<file path="config.mk">
export PLATFORM = sky130hd
export DESIGN_NAME = ebp_top
export DESIGN_NICKNAME = d
export VERILOG_FILES = /design/src/ebp_fifo.v /design/src/ebp_top.v
export VERILOG_INCLUDE_DIRS = /design/src
export SDC_FILE = /design/constraint.sdc
export NUM_CORES = 1
export LEC_CHECK = 0
export ABC_CLOCK_PERIOD_IN_PS = 3400
export BUFFER_PORTS_ARGS = -buffer_cell sky130_fd_sc_hd__buf_4
export CAP_MARGIN = 10
export CORE_MARGIN = 5
export CORE_UTILIZATION = 41
export DETAILED_ROUTE_END_ITERATION = 8
export MAX_ROUTING_LAYER = met4
export PLACE_DENSITY = 0.69
export RECOVER_POWER = 100
export SYNTH_ARGS = -nofsm -noshare
export SYNTH_HDL_FRONTEND = slang
export SYNTH_HIERARCHICAL = 1
export SYNTH_SLANG_ARGS = --single-unit
</file>
<file path="constraint.sdc">
create_clock -name clock -period 3.4 [get_ports clock]
set_clock_uncertainty 0.1 [all_clocks]
set_input_delay 0.17 -clock clock [delete_from_list [all_inputs] [get_ports clock]]
set_output_delay 0.17 -clock clock [all_outputs]
set_load 0.01 [all_outputs]
</file>
<file path="src/ebp_defs.vh">
`ifndef EBP_DEFS_VH
`define EBP_DEFS_VH
`define EBP_AW          32
`define EBP_DW          64
`define EBP_RATW        3
`define EBP_RAT_RSVD    3'h7
`define EBP_RAT_DEF     4'h4
`define EBP_CNTW        4
`define EBP_FIFO_DEPTH  4
`define EBP_FIFO_AW     2
`define EBP_ST_IDLE     3'h0
`define EBP_ST_ADDR     3'h1
`define EBP_ST_RDATA    3'h2
`define EBP_ST_WDATA    3'h3
`define EBP_ST_HALT     3'h4
`define EBP_DONE_DLY    4'h8
`endif

</file>
<file path="src/ebp_fifo.v">
`default_nettype none
module ebp_fifo #(
    parameter WIDTH = 64,
    parameter DEPTH = 4,
    parameter AW    = 2
) (
    input  wire             clock,
    input  wire             reset_n,
    input  wire [WIDTH-1:0] in_data,
    input  wire             in_valid,
    output wire             in_ready,
    output reg  [WIDTH-1:0] out_data,
    output wire             out_valid,
    input  wire             out_ready
);
    reg [WIDTH-1:0] mem [0:DEPTH-1];
    reg [AW:0]      wr_ptr;
    reg [AW:0]      rd_ptr;
    wire [AW:0]     fill;
    wire            push;
    wire            pop;

    assign fill      = wr_ptr - rd_ptr;
    assign in_ready  = (fill != DEPTH[AW:0]);
    assign out_valid = (fill != {(AW+1){1'b0}});
    assign push      = in_valid && in_ready;
    assign pop       = out_valid && out_ready;

    always @*
    begin
        out_data = mem[rd_ptr[AW-1:0]];
    end

    always @(posedge clock)
    begin
        if (!reset_n)
        begin
            wr_ptr <= {(AW+1){1'b0}};
            rd_ptr <= {(AW+1){1'b0}};
        end
        else
        begin
            if (push)
            begin
                mem[wr_ptr[AW-1:0]] <= in_data;
                wr_ptr <= wr_ptr + 1'b1;
            end
            if (pop)
                rd_ptr <= rd_ptr + 1'b1;
        end
    end
endmodule
`default_nettype wire

</file>
<file path="src/ebp_top.v">
`include "ebp_defs.vh"
`default_nettype none
module ebp_top (
    input  wire                 clock,
    input  wire                 reset_n,
    input  wire [`EBP_RATW-1:0] core_ratio_sel,
    output reg  [3:0]           core_ratio,
    output reg                  ratio_reserved,
    output reg                  core_run,
    output reg                  reset_done,
    input  wire                 release_bus,
    input  wire                 bus_master,
    input  wire                 dbg_halt_req,
    output reg                  dbg_halted,
    input  wire                 req_valid,
    output wire                 req_ready,
    input  wire                 req_write,
    input  wire                 req_sdram,
    input  wire [`EBP_AW-1:0]   req_addr,
    input  wire [`EBP_DW-1:0]   req_wdata,
    output wire [`EBP_DW-1:0]   rd_data,
    output wire                 rd_valid,
    input  wire                 rd_ready,
    input  wire [`EBP_AW-1:0]   addr_in,
    output reg  [`EBP_AW-1:0]   addr_out,
    output reg                  addr_oe,
    input  wire [`EBP_DW-1:0]   data_in,
    output reg  [`EBP_DW-1:0]   data_out,
    output reg                  data_oe,
    input  wire                 rd_n_in,
    output reg                  rd_n_out,
    output reg                  rd_n_oe,
    output reg                  slv_read,
    output reg  [`EBP_AW-1:0]   slv_addr
);
    reg [2:0]           state;
    reg [2:0]           next_state;
    reg                 halt_s1;
    reg                 halt_s2;
    reg                 rel_s1;
    reg                 rel_s2;
    reg [`EBP_CNTW-1:0] done_cnt;
    reg                 cur_write;
    reg [`EBP_DW-1:0]   cur_wdata;
    reg                 cap_valid;
    reg [`EBP_DW-1:0]   cap_data;
    wire                fifo_ready;

    function [3:0] ratio_of;
        input [`EBP_RATW-1:0] sel;
        begin
            case (sel)
                3'h0:    ratio_of = 4'h4;
                3'h1:    ratio_of = 4'h5;
                3'h2:    ratio_of = 4'h6;
                3'h3:    ratio_of = 4'h7;
                3'h4:    ratio_of = 4'h8;
                3'h5:    ratio_of = 4'ha;
                3'h6:    ratio_of = 4'hc;
                default: ratio_of = `EBP_RAT_DEF;
            endcase
        end
    endfunction

    // Only idle takes a request; capture stall ignores the capture in flight, so a read taken one short of full can be dropped
    assign req_ready = (state == `EBP_ST_IDLE) && bus_master
                       && !rel_s2 && !halt_s2 && reset_done && fifo_ready;

    always @*
    begin
        next_state = state;
        case (state)
            `EBP_ST_IDLE:
            begin
                if (halt_s2)
                    next_state = `EBP_ST_HALT;
                else if (req_valid && req_ready)
                    next_state = `EBP_ST_ADDR;
            end
            `EBP_ST_ADDR:
                next_state = cur_write ? `EBP_ST_WDATA : `EBP_ST_RDATA;
            `EBP_ST_RDATA:
                next_state = `EBP_ST_IDLE;
            `EBP_ST_WDATA:
                next_state = `EBP_ST_IDLE;
            `EBP_ST_HALT:
                if (!halt_s2)
                    next_state = `EBP_ST_IDLE;
            default:
                next_state = `EBP_ST_IDLE;
        endcase
    end

    always @(posedge clock)
    begin
        if (!reset_n)
        begin
            halt_s1 <= 1'b0;
            halt_s2 <= 1'b0;
            rel_s1  <= 1'b0;
            rel_s2  <= 1'b0;
        end
        else
        begin
            halt_s1 <= dbg_halt_req;
            halt_s2 <= halt_s1;
            rel_s1  <= release_bus;
            rel_s2  <= rel_s1;
        end
    end

    // Ratio is resampled on every clock after reset release; pins are held static anyway
    always @(posedge clock)
    begin
        if (!reset_n)
        begin
            core_ratio     <= `EBP_RAT_DEF;
            ratio_reserved <= 1'b0;
            done_cnt       <= {`EBP_CNTW{1'b0}};
            reset_done     <= 1'b0;
            core_run       <= 1'b0;
        end
        else
        begin
            core_ratio     <= ratio_of(core_ratio_sel);
            ratio_reserved <= (core_ratio_sel == `EBP_RAT_RSVD);
            if (done_cnt != `EBP_DONE_DLY)
                done_cnt <= done_cnt + 1'b1;
            else
                reset_done <= 1'b1;
            // One instruction slot per core clock while running
            core_run <= reset_done && (state != `EBP_ST_HALT)
                        && !ratio_reserved;
        end
    end

    always @(posedge clock)
    begin
        if (!reset_n)
        begin
            state      <= `EBP_ST_IDLE;
            dbg_halted <= 1'b0;
            addr_out   <= {`EBP_AW{1'b0}};
            addr_oe    <= 1'b0;
            data_out   <= {`EBP_DW{1'b0}};
            data_oe    <= 1'b0;
            rd_n_out   <= 1'b1;
            rd_n_oe    <= 1'b0;
            cur_write  <= 1'b0;
            cur_wdata  <= {`EBP_DW{1'b0}};
            cap_valid  <= 1'b0;
            cap_data   <= {`EBP_DW{1'b0}};
            slv_read   <= 1'b0;
            slv_addr   <= {`EBP_AW{1'b0}};
        end
        else
        begin
            state      <= next_state;
            dbg_halted <= (next_state == `EBP_ST_HALT);
            cap_valid  <= 1'b0;
            if (state == `EBP_ST_IDLE && req_valid && req_ready)
            begin
                cur_write  <= req_write;
                cur_wdata  <= req_wdata;
            end
            // Address and strobe launch from the same edge
            if (state == `EBP_ST_ADDR)
            begin
                addr_out <= addr_out;
            end
            if (state == `EBP_ST_IDLE && req_valid && req_ready)
            begin
                addr_out <= req_addr;
                addr_oe  <= 1'b1;
                rd_n_out <= !(!req_write && !req_sdram);
                rd_n_oe  <= 1'b1;
            end
            else if (next_state == `EBP_ST_IDLE
                     || next_state == `EBP_ST_HALT)
            begin
                rd_n_out <= 1'b1;
                addr_oe  <= 1'b0;
                rd_n_oe  <= 1'b0;
            end
            if (state == `EBP_ST_ADDR && cur_write)
            begin
                data_out <= cur_wdata;
                data_oe  <= 1'b1;
            end
            else
                data_oe <= 1'b0;
            if (state == `EBP_ST_RDATA)
            begin
                cap_data  <= data_in;
                cap_valid <= 1'b1;
            end
            // Slave side: sample only when another master owns the bus
            slv_read <= !bus_master && !addr_oe && !rd_n_in;
            if (!bus_master && !addr_oe && !rd_n_in)
                slv_addr <= addr_in;
            if (rel_s2)
            begin
                addr_oe <= 1'b0;
                data_oe <= 1'b0;
                rd_n_oe <= 1'b0;
            end
        end
    end

    ebp_fifo #(
        .WIDTH (`EBP_DW),
        .DEPTH (`EBP_FIFO_DEPTH),
        .AW    (`EBP_FIFO_AW)
    ) u_fifo (
        .clock     (clock),
        .reset_n   (reset_n),
        .in_data   (cap_data),
        .in_valid  (cap_valid),
        .in_ready  (fifo_ready),
        .out_data  (rd_data),
        .out_valid (rd_valid),
        .out_ready (rd_ready)
    );
endmodule
`default_nettype wire

</file>
==> flow_metrics.py <==
metrics = {
    "worst_setup_path": {
        "cp_max_fo": 52,
        "cpPeakStageDelay_ns": 0.64,
        "crit_required_ns": 3.79,
        "crit_family": "simple AND/OR/NAND/NOR gates",
        "endpoint_kind": "flop",
        "worstPathCellList": "inv_1, ha_1, nor2b_2, xnor2_2, nand3_2, nand2_1, or4_4, buf_12, mux2i_1, dlygate4sd3_1",
        "critical_path_class": "reg2reg",
        "ff2ff_setup_slack_ns": 0.18,
        "cp-start-kind": "flop",
        "arrival_ns": 3.60,
        "slowest_stage": "or4_4",
        "crit_buf_inv": 3,
    },
    "floorplanning": {
        "die_y_um": 233,
        "rows": 81,
        "io_pins": 412,
        "dieArea_um2": 54300,
        "core_area_um2": 49100,
        "die_w_um": 233,
        "start_util": 0.415,
    },
    "hold_path": {
        "hp-class": "in2reg",
    },
    "cts": {
        "post_cts_buffers": 0,
        "numCtsBuffers": 56,
        "cts_max_level": 2,
        "cts.sinks": 545,
        "cts_tree": "done",
        "clkTransAtPathRegs_ns": 0.06,
        "clk_latency_ns": 0.60,
        "root_buffer": "clkbuf_16",
        "cts_buffer_depth": 3,
    },
    "final_layout": {
        "finalNetCount": 2445,
        "drive_gt1_frac": 0.180,
        "final_cells": 2944,
        "post-route-cell-area_um2": 27700,
        "syn_to_final_growth_pct": 35.7,
        "final_core_util": 0.564,
    },
    "power_and_ir_drop": {
        "total_power_mw": 13.8,
        "leakage_nw": 10.5,
        "peakVddDrop_uv": 370,
        "power_density_nw_per_um2": 499,
    },
    "grt": {
        "grt_start_max_net_pins": 141,
        "overflow": 0,
        "grt.total_usage": 0.196,
        "antenna_found_initial": 2,
        "grt_pass1_wl_um": 81600,
        "grt_pass1_vias": 14800,
    },
    "sta": {
        "finalHoldViolCount": 0,
        "finalSetupViolCount": 0,
        "holdWs_ns": 0.0515,
        "setup_slack_ns": 0.184,
        "timing.slew.headroom": -0.165,
        "worst_pin_slew_ns": 1.75,
        "rsz0062_at_grt": "no",
        "fmax_mhz": 311,
        "min_period_ns": 3.22,
        "tns_ns": 0,
        "fin_crit_sh": 0.946,
        "maxSlewViolCount": 133,
    },
    "detailed_routing": {
        "viasPerCell": 4.87,
        "post-route-drc-count": 0,
        "first_iter_violations": 766,
        "wl_per_cell_um": 17.9,
        "routed_wl_um": 52600,
        "vias": 14300,
        "antenna_left": 0,
        "dr.pass1.iters": 5,
    },
    "logic_synthesis": {
        "yosys_warnings": 6,
        "syn_avg_cell_area_um2": 12.8,
        "async_flop_share": 0,
        "synthDistinctLibCells": 44,
        "synth-seq-area-share": 0.661,
        "synth-edff-count": 256,
        "ys.flop_type": "dfxtp_1",
        "syn_area_um2": 20400,
        "syn_inst": 1589,
        "synth_nets": 1803,
        "ys_ff_latch": 545,
    },
    "status": {
        "status": "complete, but fails checks",
        "violations": "capacitance limit, slew limit",
    },
    "place": {
        "place_congestion": 0.836,
        "place_hpwl_um": 32200,
        "dp_worst_setup_slack_ns": 0.678,
        "dp_cells": 2583,
        "placed_area_um2": 24000,
        "port-buffer-count": 411,
    },
    "job": {
        "max_cap_viol_count": 2,
    },
}
final timing paths:
| kind | startpoint | end | depth (start not counted) |
|---|---|---|---|
| max | u_fifo/wr_ptr[0]$_SDFFE_PN0P_ | cur_wdata[27]$_SDFFE_PN0P_ | 10 |
| min | rd_n_in | slv_addr[25]$_SDFFE_PN0P_ | 5 |
| max reg2reg | u_fifo/wr_ptr[0]$_SDFFE_PN0P_ | cur_wdata[27]$_SDFFE_PN0P_ | 10 |
| min reg2reg | halt_s1$_SDFF_PN0_ | halt_s2$_SDFF_PN0_ | 1 |
cells in the final DEF, fill, tap and decap left out, types with 4 or more instances in the layout:
cell type	instances
and2_1	6
clkinv_2	10
and4_1	4
nand2b_1	6
dlygate4sd3_1	253
buf_4	213
clkbuf_8	14
clkbuf_16	56
inv_1	8
mux4_2	64
clkbuf_2	12
a21boi_0	163
ha_1	9
nand2_1	531
mux2i_1	105
buf_12	11
dfxtp_1	287
clkbuf_1	209
nor2_1	4
edfxtp_1	256
flip-flops by register name, summed over array words and instances, names as in the netlist, 3 cells and up, named ones only:
signal,flops
u_fifo/mem,256
cap_data,64
cur_wdata,64
data_out,64
addr_out,32
slv_addr,32
core_ratio,4
done_cnt,4
state,3
u_fifo/rd_ptr,3
u_fifo/wr_ptr,3
report_power, final:
| part | switching, mW | total, mW | internal (mW) | leakage (nW) |
|---|---|---|---|---|
| Sequential | 0.0435 | 6.88 | 6.83 | 4.70 |
| Combinational | 0.354 | 0.878 | 0.525 | 4.92 |
| Clock | 2.53 | 6.04 | 3.51 | 0.913 |
| Total | 2.92 | 13.8 | 10.9 | 10.5 |
cell type report:
class	count	area, µm²
fill	4089	21400
sequential	545	13500
multi-input combinational	933	6290
timing repair buffer	687	5170
clock buffer	82	1640
tap	664	831
clock inverter	23	218
inverter	8	30.0
antenna	2	5.00
kinds of logic after synthesis:
group / Yosys count / share of synthesized area
buffers and inverters: 112 / 0.0308
adder cells (fa/ha/maj): 9 / 0.00553
flip-flops: 545 / 0.661
AO/OA/AOI/OAI: 172 / 0.0637
AND/OR/NAND/NOR: 577 / 0.113
multiplexers: 169 / 0.122
XOR/XNOR: 5 / 0.00289
per-layer routing:
layer / vias to the layer above / routed length (µm) / global-route usage
met4: 0 / 1190 / 0.0480
li1: 6805 / - / -
met3: 97 / 3690 / 0.0477
met5: - / 0 / -
met2: 450 / 25800 / 0.324
met1: 6977 / 21900 / 0.245
tightest hold or removal path, stage by stage:
cell	delay, ns
buf_4	0.09
nor3_2	0.03
buf_4	0.23
nand2_1	0.11
a21boi_0	0.06
Yosys cell counts (3+ instances only):
cell	count	area share
mux2i_1	105	0.052
and4_1	4	0.0017
buf_4	7	0.0026
ha_1	9	0.0055
nand3b_1	3	0.0011
and2_1	9	0.0028
dfxtp_1	289	0.28
mux4_2	64	0.071
a21boi_0	163	0.060
buf_12	11	0.011
nand2_1	531	0.098
edfxtp_1	256	0.38
buf_1	11	0.0020
clkbuf_1	73	0.013
nor2_1	4	0.00074
inv_1	8	0.0015
nand2b_1	6	0.0018
what timing repair did:
item,in CTS,in global routing
hold buffers,253,0
hold endpoints to repair,233,0
setup endpoints to repair,0,19
resized for setup,0,1
Power figures use the tool's default switching activity.
